File: config.mk
export PLATFORM = sky130hd
export DESIGN_NAME = wws_top
export DESIGN_NICKNAME = d
export VERILOG_FILES = /design/src/wws_pkg.sv /design/src/wws_sync.sv /design/src/wws_tick.sv /design/src/wws_top.sv
export SDC_FILE = /design/constraint.sdc
export NUM_CORES = 1
export LEC_CHECK = 0
export BUFFER_PORTS_ARGS = -buffer_cell sky130_fd_sc_hd__clkbuf_2
export CORE_ASPECT_RATIO = 0.6
export CORE_MARGIN = 2
export CORE_UTILIZATION = 30
export CTS_CLUSTER_SIZE = 28
export DETAILED_ROUTE_END_ITERATION = 12
export PLACE_DENSITY = 0.51
export SKIP_CTS_REPAIR_TIMING = 1
export SYNTH_ARGS = -nofsm -noshare
export SYNTH_HDL_FRONTEND = slang
export SYNTH_HIERARCHICAL = 1
export SYNTH_SLANG_ARGS = --single-unit
File: constraint.sdc
create_clock -name ref_clk_i -period 4.95 [get_ports ref_clk_i]
set_clock_uncertainty 0.05 [all_clocks]
set_input_delay 0.495 -clock ref_clk_i [delete_from_list [all_inputs] [get_ports ref_clk_i]]
set_output_delay 0.495 -clock ref_clk_i [all_outputs]
set_load 0.02 [all_outputs]
File: src/wws_pkg.sv
// wws_pkg: constants, types and register map of the wake-up / watchdog / reset supervisor.
// assumes a single 200 MHz clock; the timing resistor value is held in ohms by software.
package wws_pkg;

  // ==========================================================================
  // clock and timing, all derived from one resistor setting
  // ==========================================================================
  localparam int unsigned CLK_PERIOD_TENTHS_NS = 50;    // 5.0 ns clock period, in 0.1 ns
  // times per ohm of the timing resistor, in 0.1 ns
  localparam int unsigned RST_DELAY_TENTHS_NS  = 521;   // 5.21e-8 s per ohm
  localparam int unsigned WAKE_PERIOD_TENTHS_NS = 4170; // 4.17e-7 s per ohm
  localparam int unsigned RST_TO_WAKE_TENTHS_NS = 2080; // 2.08e-7 s per ohm

  // base tick equals the reset delay; other times are whole numbers of ticks
  localparam int unsigned HALF_TICKS_I =
    (WAKE_PERIOD_TENTHS_NS / 2 + RST_DELAY_TENTHS_NS / 2) / RST_DELAY_TENTHS_NS;
  localparam int unsigned RHW_TICKS_I =
    (RST_TO_WAKE_TENTHS_NS + RST_DELAY_TENTHS_NS / 2) / RST_DELAY_TENTHS_NS;

  localparam int unsigned CNT_W = 4;
  localparam logic [CNT_W-1:0] HALF_TICKS  = CNT_W'(HALF_TICKS_I);
  localparam logic [CNT_W-1:0] CYCLE_TICKS = CNT_W'(2 * HALF_TICKS_I);
  localparam logic [CNT_W-1:0] RHW_TICKS   = CNT_W'(RHW_TICKS_I);

  // prescaler phase accumulator: one resistor ohm per wrap
  localparam int unsigned ACC_W = 11;
  localparam logic [ACC_W-1:0] ACC_STEP = ACC_W'(CLK_PERIOD_TENTHS_NS);
  localparam logic [ACC_W-1:0] ACC_WRAP = ACC_W'(RST_DELAY_TENTHS_NS);

  // ==========================================================================
  // register map (word addresses on the avalon slave)
  // ==========================================================================
  localparam int unsigned ADDR_W  = 2;
  localparam int unsigned RDLY_W  = 20;
  localparam logic [ADDR_W-1:0] REG_RDELAY = 2'h0;  // timing resistor, ohms, rw
  localparam logic [ADDR_W-1:0] REG_STATUS = 2'h1;  // supervisor state, ro
  localparam logic [RDLY_W-1:0] RDELAY_RST = 20'h0EA60; // 60 kohm

  // status field positions
  localparam int unsigned ST_RESET_N = 0;
  localparam int unsigned ST_WAKEUP  = 1;
  localparam int unsigned ST_REG_ON  = 2;
  localparam int unsigned ST_SEEN    = 3;
  localparam int unsigned ST_OUT_OK  = 4;
  localparam int unsigned ST_IN_OK   = 5;
  localparam int unsigned ST_TOCNT   = 8;   // 8-bit watchdog timeout count
  localparam int unsigned ST_CAUSE   = 16;  // 2-bit last reset cause

  // ==========================================================================
  // types
  // ==========================================================================
  typedef enum logic [1:0] {
    WWS_CAUSE_POWER, WWS_CAUSE_OUTPUT, WWS_CAUSE_INPUT, WWS_CAUSE_WDOG
  } wws_cause_t;

  typedef enum {WWS_HOLD, WWS_RHW, WWS_CYCLE} wws_state_t;

  // pins that come from outside the clock domain
  typedef struct packed {
    logic watchdog;   // watchdog_input from the microcontroller
    logic out_good;   // regulated_output in regulation
    logic in_good;    // supply_input high enough for control
    logic enable;     // regulator enable
  } wws_pins_t;

endpackage

File: src/wws_sync.sv
// wws_sync: two-flop synchroniser for the asynchronous supervisor pins.
// assumes every bit is an independent level; no bit relation is kept.
`timescale 1ns/1ps
module wws_sync
  import wws_pkg::*;
(
  input  wire logic      ref_clk_i, // 200 MHz clock
  input  wire logic      reset_i,   // synchronous reset, high
  input  wire wws_pins_t pins_i,    // raw pins
  output      wws_pins_t pins_o     // synchronised pins
);

  // ==========================================================================
  // two stages; the first is read only by the second
  // ==========================================================================
  wws_pins_t meta_q;
  wws_pins_t meta_d;
  wws_pins_t sync_q;

  always_comb begin
    meta_d = pins_i;
  end

  // reset to zero so nothing looks good or enabled before sampling
  always_ff @(posedge ref_clk_i) begin
    if (reset_i) begin
      meta_q <= '0;
      sync_q <= '0;
    end else begin
      meta_q <= meta_d;
      sync_q <= meta_q;
    end
  end

  assign pins_o = sync_q;

endmodule

File: src/wws_tick.sv
// wws_tick: prescaler giving one pulse per reset delay of the timing resistor.
// assumes rdelay_i is stable while a tick is in progress; a change applies at once.
`timescale 1ns/1ps
module wws_tick
  import wws_pkg::*;
(
  input  wire logic              ref_clk_i, // 200 MHz clock
  input  wire logic              reset_i,   // synchronous reset, high
  input  wire logic              clr_i,     // restart the tick from zero
  input  wire logic [RDLY_W-1:0] rdelay_i,  // resistor value in ohms
  output      logic              tick_o     // one-cycle pulse per tick
);

  logic [ACC_W-1:0]  acc_q, acc_d;
  logic [RDLY_W-1:0] ohm_q, ohm_d;
  logic              tick_q, tick_d;
  logic [ACC_W-1:0]  acc_sum;
  logic [RDLY_W:0]   ohm_next;

  // ==========================================================================
  // fractional accumulator: 10.42 clocks per ohm without a divider
  // ==========================================================================
  always_comb begin
    acc_sum  = acc_q + ACC_STEP;
    ohm_next = {1'b0, ohm_q} + {{RDLY_W{1'b0}}, 1'b1};
    acc_d    = acc_sum;
    ohm_d    = ohm_q;
    tick_d   = 1'b0;
    if (clr_i) begin
      acc_d = '0;
      ohm_d = '0;
    end else if (acc_sum >= ACC_WRAP) begin
      acc_d = acc_sum - ACC_WRAP;
      // a zero setting ticks every ohm step rather than hanging
      if (ohm_next >= {1'b0, rdelay_i}) begin
        ohm_d  = '0;
        tick_d = 1'b1;
      end else begin
        ohm_d = ohm_next[RDLY_W-1:0];
      end
    end
  end

  always_ff @(posedge ref_clk_i) begin
    if (reset_i) begin
      acc_q  <= '0;
      ohm_q  <= '0;
      tick_q <= 1'b0;
    end else begin
      acc_q  <= acc_d;
      ohm_q  <= ohm_d;
      tick_q <= tick_d;
    end
  end

  assign tick_o = tick_q;

endmodule

File: src/wws_top.sv
// wws_top: wake-up square wave, watchdog edge check and active-low reset supervisor.
// assumes raw pins from outside the clock domain and an avalon-mm master on ref_clk_i.
`timescale 1ns/1ps

// What this block does
// - wake-up output is a square wave, high half and low half of each period.
// - wake-up period is 4.17e-7 seconds per ohm of the timing resistor.
// - reset delay is 5.21e-8 seconds per ohm of the timing resistor.
// - reset high to next wake-up rising edge takes 2.08e-7 seconds per ohm.
// - all three times come from the one timing-resistor setting.
// - only watchdog falling edges count; one is needed every wake-up period.
// - a valid watchdog falling edge forces wake-up low for the rest of the cycle.
// - further watchdog pulses in the same cycle are ignored.
// - a cycle without a watchdog falling edge ends in a reset pulse.
// - reset_n is active low for power-up, output low, timeout or input low.
// - at power-up reset_n stays low until the output is in regulation.
// - output below threshold drives reset_n low until recovery plus one reset delay.
// - supply input too low asserts reset_n whatever the output level.
// - wake-up stays low while reset_n is asserted.
// - when reset_n returns high the wake-up cycle restarts from its beginning.
// - enable high turns the regulator on, low shuts it down.
module wws_top
  import wws_pkg::*;
#(
  parameter logic [RDLY_W-1:0] RDELAY_DEFAULT = RDELAY_RST  // resistor at reset, ohms
)
(
  input  wire logic              ref_clk_i,          // 200 MHz clock
  input  wire logic              reset_i,            // synchronous reset, high
  input  wire logic              watchdog_input_i,   // watchdog pulse from the microcontroller
  input  wire logic              out_good_i,         // regulated_output in regulation
  input  wire logic              in_good_i,          // supply_input above control minimum
  input  wire logic              enable_i,           // regulator enable pin
  output      logic              reset_n_o,          // supervisor reset, active low
  output      logic              wakeup_o,           // wake-up square wave
  output      logic              regulator_on_o,     // pass device on
  input  wire logic [ADDR_W-1:0] avs_address_i,      // word address
  input  wire logic              avs_read_i,         // read request
  input  wire logic              avs_write_i,        // write request
  input  wire logic [31:0]       avs_writedata_i,    // write data
  input  wire logic [3:0]        avs_byteenable_i,   // byte lanes
  output      logic [31:0]       avs_readdata_o,     // read data
  output      logic              avs_waitrequest_o   // stall, low for one answer cycle
);
  import wws_pkg::*;

  // ==========================================================================
  // pin synchronisers and time base
  // ==========================================================================
  wws_pins_t pins_raw;
  wws_pins_t pins_s;
  logic      tick;
  logic      tick_clr;
  logic [RDLY_W-1:0] rdelay_q, rdelay_d;

  assign pins_raw = '{watchdog: watchdog_input_i, out_good: out_good_i,
                      in_good: in_good_i, enable: enable_i};

  // every pin passes two flops before any decision
  wws_sync u_sync (
    .ref_clk_i (ref_clk_i),
    .reset_i   (reset_i),
    .pins_i    (pins_raw),
    .pins_o    (pins_s)
  );

  // one tick per reset delay, scaled from the resistor register
  wws_tick u_tick (
    .ref_clk_i (ref_clk_i),
    .reset_i   (reset_i),
    .clr_i     (tick_clr),
    .rdelay_i  (rdelay_q),
    .tick_o    (tick)
  );

  // ==========================================================================
  // watchdog edge detect on the synchronised level
  // ==========================================================================
  logic wd_prev_q, wd_prev_d;
  logic wd_fall;
  logic out_ok;

  always_comb begin
    wd_prev_d = pins_s.watchdog;
  end

  always_ff @(posedge ref_clk_i) begin
    if (reset_i) begin
      wd_prev_q <= 1'b0;
    end else begin
      wd_prev_q <= wd_prev_d;
    end
  end

  // rising edges are never looked at
  assign wd_fall = wd_prev_q & ~pins_s.watchdog;
  // a shut-down regulator cannot hold the output, so treat it as out of regulation
  assign out_ok  = pins_s.out_good & pins_s.enable;

  // ==========================================================================
  // supervisor state machine
  // ==========================================================================
  wws_state_t       state_q, state_d;
  logic [CNT_W-1:0] cnt_q, cnt_d;
  logic             seen_q, seen_d;
  logic             reset_n_q, reset_n_d;
  logic             wake_q, wake_d;
  logic             reg_on_q, reg_on_d;
  wws_cause_t       cause_q, cause_d;
  logic [7:0]       tocnt_q, tocnt_d;
  logic             cyc_end;

  assign cyc_end = tick && (cnt_q == CYCLE_TICKS - 4'h1);

  // next state; faults override every state so reset follows them at once
  always_comb begin
    state_d  = state_q;
    seen_d   = seen_q;
    cause_d  = cause_q;
    tocnt_d  = tocnt_q;
    reg_on_d = pins_s.enable;
    if (!pins_s.in_good) begin
      state_d = WWS_HOLD;
      cause_d = WWS_CAUSE_INPUT;
    end else if (!out_ok) begin
      state_d = WWS_HOLD;
      if (state_q != WWS_HOLD) begin
        cause_d = WWS_CAUSE_OUTPUT;
      end
    end else begin
      case (state_q)
        // hold until a full tick has passed with everything good
        WWS_HOLD: begin
          if (tick) begin
            state_d = WWS_RHW;
          end
        end
        // reset released, wait before the first wake-up rise
        WWS_RHW: begin
          if (tick && (cnt_q == RHW_TICKS - 4'h1)) begin
            state_d = WWS_CYCLE;
          end
        end
        // one wake-up period of CYCLE_TICKS ticks
        WWS_CYCLE: begin
          if (wd_fall) begin
            seen_d = 1'b1;
          end
          if (cyc_end) begin
            if (seen_q || wd_fall) begin
              seen_d = 1'b0;
            end else begin
              state_d = WWS_HOLD;
              cause_d = WWS_CAUSE_WDOG;
              if (tocnt_q != 8'hFF) begin
                tocnt_d = tocnt_q + 8'h01;
              end
            end
          end
        end
        default: begin
          state_d = WWS_HOLD;
        end
      endcase
    end
    // a fresh cycle always begins with no edge recorded
    if (state_d != WWS_CYCLE) begin
      seen_d = 1'b0;
    end
  end

  // tick counter within a state; wraps at the end of each wake-up period
  always_comb begin
    cnt_d = cnt_q;
    if (state_d != state_q) begin
      cnt_d = '0;
    end else if (cyc_end && state_q == WWS_CYCLE) begin
      cnt_d = '0;
    end else if (tick) begin
      cnt_d = cnt_q + 4'h1;
    end
    // restarting the prescaler keeps each state's time whole; a fault restarts the delay
    tick_clr = (state_d != state_q) || (state_q == WWS_HOLD && !(out_ok && pins_s.in_good));
  end

  // outputs from next state so they change on the same edge as the state
  always_comb begin
    reset_n_d = (state_d != WWS_HOLD);
    wake_d    = (state_d == WWS_CYCLE) && (cnt_d < HALF_TICKS) && !seen_d;
  end

  always_ff @(posedge ref_clk_i) begin
    if (reset_i) begin
      state_q   <= WWS_HOLD;
      cnt_q     <= '0;
      seen_q    <= 1'b0;
      reset_n_q <= 1'b0;
      wake_q    <= 1'b0;
      reg_on_q  <= 1'b0;
      cause_q   <= WWS_CAUSE_POWER;
      tocnt_q   <= 8'h00;
    end else begin
      state_q   <= state_d;
      cnt_q     <= cnt_d;
      seen_q    <= seen_d;
      reset_n_q <= reset_n_d;
      wake_q    <= wake_d;
      reg_on_q  <= reg_on_d;
      cause_q   <= cause_d;
      tocnt_q   <= tocnt_d;
    end
  end

  assign reset_n_o      = reset_n_q;
  assign wakeup_o       = wake_q;
  assign regulator_on_o = reg_on_q;

  // ==========================================================================
  // avalon-mm slave: one wait cycle, then a one-cycle answer
  // ==========================================================================
  logic        wait_q, wait_d;
  logic [31:0] rdata_q, rdata_d;
  logic [31:0] wr_word;
  logic [31:0] status_w;

  always_comb begin
    status_w = '0;
    status_w[ST_RESET_N] = reset_n_q;
    status_w[ST_WAKEUP]  = wake_q;
    status_w[ST_REG_ON]  = reg_on_q;
    status_w[ST_SEEN]    = seen_q;
    status_w[ST_OUT_OK]  = pins_s.out_good;
    status_w[ST_IN_OK]   = pins_s.in_good;
    status_w[ST_TOCNT +: 8] = tocnt_q;
    status_w[ST_CAUSE +: 2] = cause_q;
  end

  // the answer is computed while waitrequest is still high; write lands on the release edge
  always_comb begin
    wait_d   = 1'b1;
    rdata_d  = rdata_q;
    rdelay_d = rdelay_q;
    wr_word  = {{(32 - RDLY_W){1'b0}}, rdelay_q};
    for (int i = 0; i < 4; i++) begin
      if (avs_byteenable_i[i]) begin
        wr_word[8*i +: 8] = avs_writedata_i[8*i +: 8];
      end
    end
    if ((avs_read_i || avs_write_i) && wait_q) begin
      wait_d = 1'b0;
      case (avs_address_i)
        REG_RDELAY: rdata_d = {{(32 - RDLY_W){1'b0}}, rdelay_q};
        REG_STATUS: rdata_d = status_w;
        default:    rdata_d = '0;
      endcase
    end
    if (avs_write_i && !wait_q && avs_address_i == REG_RDELAY) begin
      rdelay_d = wr_word[RDLY_W-1:0];
    end
  end

  always_ff @(posedge ref_clk_i) begin
    if (reset_i) begin
      wait_q   <= 1'b1;
      rdata_q  <= '0;
      rdelay_q <= RDELAY_DEFAULT;
    end else begin
      wait_q   <= wait_d;
      rdata_q  <= rdata_d;
      rdelay_q <= rdelay_d;
    end
  end

  assign avs_waitrequest_o = wait_q;
  assign avs_readdata_o    = rdata_q;
endmodule

**Word level (Yosys, flattened, before mapping)**

Index checks and enable logic that the tools add are counted.

- Register bits after elaboration: 144
- Input port bits: 46
- Word-level logic and storage cells: 116

- Add/sub/neg operators: 5
- Equal/unequal tests: 17
- Mux-type cells: 28
- Bitwise logic cells: 6
- $lt $le $gt $ge: 3
- Reduce and logical (&&, ||, !) cells: 31

Operators by type and width:

| kind | count |
|---|---|
| 32-bit two-way mux | 6 |
| 32-bit one-hot mux with 3 select lines | 1 |
| 32-bit by 3-bit equality test with 1-bit output, second input constant | 2 |
| 32-bit zero test | 2 |
| 32-bit nonzero test | 2 |
| 20-bit one-hot mux with 2 select lines | 1 |
| 32-bit by 1-bit equality test with 1-bit output, second input constant | 1 |
| 32-bit by 2-bit equality test with 1-bit output, second input constant | 1 |
| 32-bit by 3-bit != test with 1-bit output, second input constant | 1 |
| 32-bit != test | 1 |
| 20-bit by 1-bit adder with 21-bit output, second input constant | 1 |
| 21-bit by 20-bit greater-or-equal comparator with 1-bit output | 1 |
| 20-bit two-way mux | 1 |
| 2-bit two-way mux | 6 |
| 4-bit two-way mux | 3 |
| 3-bit != test, second input constant | 4 |
| 11-bit by 6-bit adder with 11-bit output, second input constant | 1 |
| 11-bit by 10-bit greater-or-equal comparator with 1-bit output, second input constant | 1 |
| 11-bit two-way mux | 1 |
| 11-bit by 10-bit subtractor with 11-bit output, second input constant | 1 |
| 1-bit logical AND | 10 |
| 1-bit two-way mux | 9 |
| 8-bit by 1-bit adder with 8-bit output, second input constant | 1 |
| 8-bit != test, second input constant | 1 |
| other kinds (18) | 31 |

**Depth between registers and ports, before layout**

- Depth in word-level cells: 13
- Mapped depth: 17
- Mapped depth without buffers: 14

**By module**

Netlist, hierarchy kept.

By module, submodules not included:

| module | seq. area each (um2) | cells an instance | instances | area an instance (um2) |
|---|---|---|---|---|
| wws_top | 1841.8 | 379 | 1 | 3529.6 |
| wws_tick | 640.6 | 305 | 1 | 2578.7 |
| wws_sync | 160.2 | 16 | 1 | 210.2 |

**Least setup slack after synthesis**

OpenSTA, ideal clock, no wires.

- Path kind: register to register
- From: register u_tick.ohm_q[0]
- To: register u_tick.ohm_q[15]
- Setup time: 75 ps
- Setup slack: 1356 ps
- Data required time: 4825 ps
- Period minus slack after synthesis: 3594 ps
- Data arrival time: 3469 ps
- Stages on the path, launching flop included: 16
- Cells stage by stage: dfxtp_1 > ha_1 > nand2_1 > or4_1 > buf_2 > inv_1 > nand3_1 > xnor2_1 > ha_1 > a21o_1 > a21o_1 > a221oi_2 > o21ai_4 > nor2_4 > or4b_1 > a31oi_1

- Cells in the longest elaborated chain, start to end: 3

Ends and longest elaborated chain:

| element | line | source |
|---|---|---|
| start, declared | wws_tick.sv:15 | `logic [RDLY_W-1:0] ohm_q, ohm_d;` |
| start signal, assigned | wws_tick.sv:51 | `ohm_q <= ohm_d;` |
| 20-bit by 1-bit adder with 21-bit output * | wws_tick.sv:25 | `ohm_next = {1'b0, ohm_q} + {{RDLY_W{1'b0}}, 1'b1};` |
| 21-bit by 20-bit greater-or-equal comparator with 1-bit output | wws_tick.sv:35 | `if (ohm_next >= {1'b0, rdelay_i}) begin` |
| 20-bit two-way mux * | wws_tick.sv:35 |  |

Every way passes the cells marked *; elsewhere a longest branch is shown, timed or not.
A chain may end at the register's enable or synchronous reset.

**Worst setup path in the final report**

Same ends and word-level chain as after synthesis.

==> flow_summary.toml <==
[global_route]
grt_pass1_wl_um = 24780
grtUsageMet3 = 0.03185
gr-usage-met1 = 0.2252
use_met2 = 0.1841
antenna_found_initial = 0
busiest_layer = "met1"
grt_max_degree = 59
overflow = 0
grt_pass1_vias = 4723
track_usage = 0.1427

[timing]
final.period_utilization = 0.8409
max_freq_mhz = 240.2
tns_ps = 0
setup_violations = 0
min_period_ps = 4162
worst_pin_slew_ps = 1062
hold_viol = 0
slew_headroom = 0.2894
slew_viol_final = 0
rsz0062_at_grt = "no"

[die]
die_area_mm2 = 0.02228
row_count = 41
die_w_um = 191.4
core_area_mm2 = 0.02083
start_util = 0.3034
fp.dieH_um = 116.4
ioPinCount = 82

[synth]
postSynthCellCount = 700
synth_edf_count = 0
synth.cell_area_mm2 = 0.006319
yosys_most_used_dff = "dfxtp_1"
ys_seq_area_frac = 0.4182
synthArstFlopShare = 0
ys_seq_elements = 132
yosysWarnings = 6
syn_avg_cell_area_um2 = 9.027
synth.distinct_cells = 75

[detailed_routing]
ant_nets = 0
route.detailed.drc = 0
drt_iter0_markers = 371
wl_um = 14920
drtPass1Iterations = 5
vias = 5101
viasPerCell = 4.785
post_drt_wl_per_cell_um = 14.00

[cts]
cts_tree = "done"
clock_latency_ps = 420
cts_buffers = 17
clock-sinks = 132
clkTransAtPathRegs_ps = 60
cts_root_buf = "clkbuf_16"
h-tree-depth = 4
cts.path.max_buffers = 2

[setup_path]
start_kind = "register"
crit_path_end_kind = "register"
r2r_cells = 14
cpPeakStageDelay_ps = 670
crit_arrival_ps = 4450
cp.buffers_inverters = 1
setup.worst_path.class = "reg -> reg"
cp.required_ps = 5240
critPathTopFamily = "simple AND/OR/NAND/NOR gates"
worstPathCellList = "ha_1, nand2_1, or4_1, inv_1, nand3_1, xnor2_1, ha_1, a21o_1, a21o_1, a221oi_2, o21ai_4, nor2_4, or4b_1, a31oi_1"
crit_fanout = 17
cp.depth = 14
critPathSlowestCell = "or4_1"

[power]
ir_worst_vdd_mv = 0.2358
p_total_mw = 2.347
power_density_mw_per_mm2 = 316.6
p_leak_nw = 2.916

[place]
port_buffers = 56
dp.cells = 1035
place_congestion = 0.8070
dp_hpwl_um = 10920

[worst_hold_path]
hp-class = "in -> reg"
min_path_cells = 2

[final_layout]
fillers = 2189
layout-drive-gt1-share = 0.1626
final_cell_mix = "132 x dfxtp_1, 57 x nand3_1, 57 x nand2_1"
layout_commonest_cell = "dfxtp_1"
final_cells = 1066
antenna_cells = 0
nets = 848
syn_to_final_growth_pct = 17.31

[run]
drv_cap = 0

[run_status]
status = "completed"
sequential cells by signal, indices dropped and copies added, names as in the netlist, 2 cells and up:
register	count
u_sync/meta_q	4
avs_readdata_o	20
u_tick/ohm_q	20
cause_q	2
u_sync/pins_o	4
tocnt_q	8
u_tick/acc_q	11
rdelay_q	20
cnt_q	4
state_q	32
kinds of logic (layout without fill, tap and decap cells):
group,after synthesis,after routing,synth area share
other,1,42,0.0005935
multiplexers,22,22,0.03525
buffers and inverters,75,121,0.06020
adder cells (fa/ha/maj),27,27,0.05346
flip-flops,132,132,0.4182
AO/OA/AOI/OAI,128,128,0.1398
AND/OR/NAND/NOR,285,285,0.2497
XOR/XNOR,30,30,0.04277
layer usage:
metal	share of wire	wire, um
met5	0	0
met4	0.010	153
met3	0.039	583
met2	0.38	5616
met1	0.57	8568
cell usage after synthesis (all sizes together), types with 4 or more instances:
master | instances | area (um^2)
and3 | 9 | 58.80
nand2 | 58 | 220.2
nor2 | 49 | 209.0
nand4 | 17 | 106.4
a32o | 9 | 90.09
xnor2 | 18 | 157.7
a21o | 5 | 37.54
and4 | 6 | 52.55
clkbuf | 16 | 60.06
o21ai | 17 | 96.34
a21oi | 56 | 280.3
nand3b | 4 | 30.03
a31oi | 7 | 43.79
or4 | 7 | 52.55
xor2 | 12 | 112.6
mux2i | 20 | 200.2
nand2b | 4 | 25.02
nor2b | 16 | 100.1
o31ai | 7 | 52.55
ha | 27 | 337.8
nand4b | 6 | 52.55
nor3 | 29 | 161.4
nor4 | 10 | 127.6
buf | 28 | 203.9
nand3 | 59 | 305.3
inv | 29 | 108.9
dfxtp | 132 | 2643
worst paths after layout:
kind / from / endpoint / slack [ps]
worst max-delay path: u_tick/ohm_q[0] / u_tick/ohm_q[15] / 790
worst min-delay path: in_good_i / u_sync/meta_q[1] / 240
worst max register to register: u_tick/ohm_q[0] / u_tick/ohm_q[15] / 790
worst min register to register: u_sync/meta_q[3] / u_sync/pins_o[3] / 390
power breakdown:
| part | switching [mW] | leakage [nW] | internal [mW] |
|---|---|---|---|
| Combinational | 0.0626 | 1.58 | 0.0290 |
| Clock | 0.499 | 0.253 | 0.657 |
| Sequential | 0.0141 | 1.08 | 1.09 |
| Total | 0.575 | 2.92 | 1.77 |
area by class of cell:
| class | instances | area (um^2) | area share |
|---|---|---|---|
| clock buffer | 18 | 439.2 | 0.05925 |
| inverter | 31 | 116.4 | 0.01570 |
| sequential | 132 | 2643 | 0.3565 |
| tap | 279 | 349.1 | 0.04710 |
| multi-input combinational | 534 | 3460 | 0.4667 |
| clock inverter | 13 | 102.6 | 0.01384 |
| timing repair buffer | 59 | 302.8 | 0.04085 |
through the flow:
| stage | setup slack, ps | instance area (um^2) | util | hold slack [ps] |
|---|---|---|---|---|
| floorplan | 1356 | 6472 | - | 363.8 |
| global placement | 844.2 | 6870 | 0.3299 | 371.4 |
| detailed placement | 821.0 | 6870 | 0.3299 | 377.4 |
| CTS | 799.1 | 7412 | 0.3559 | 220.1 |
| global route | 502.6 | 7412 | 0.3559 | 251.3 |
| finish | 787.6 | 7412 | 0.3559 | 237.2 |
No activity file was read; power rests on OpenSTA's default activity.
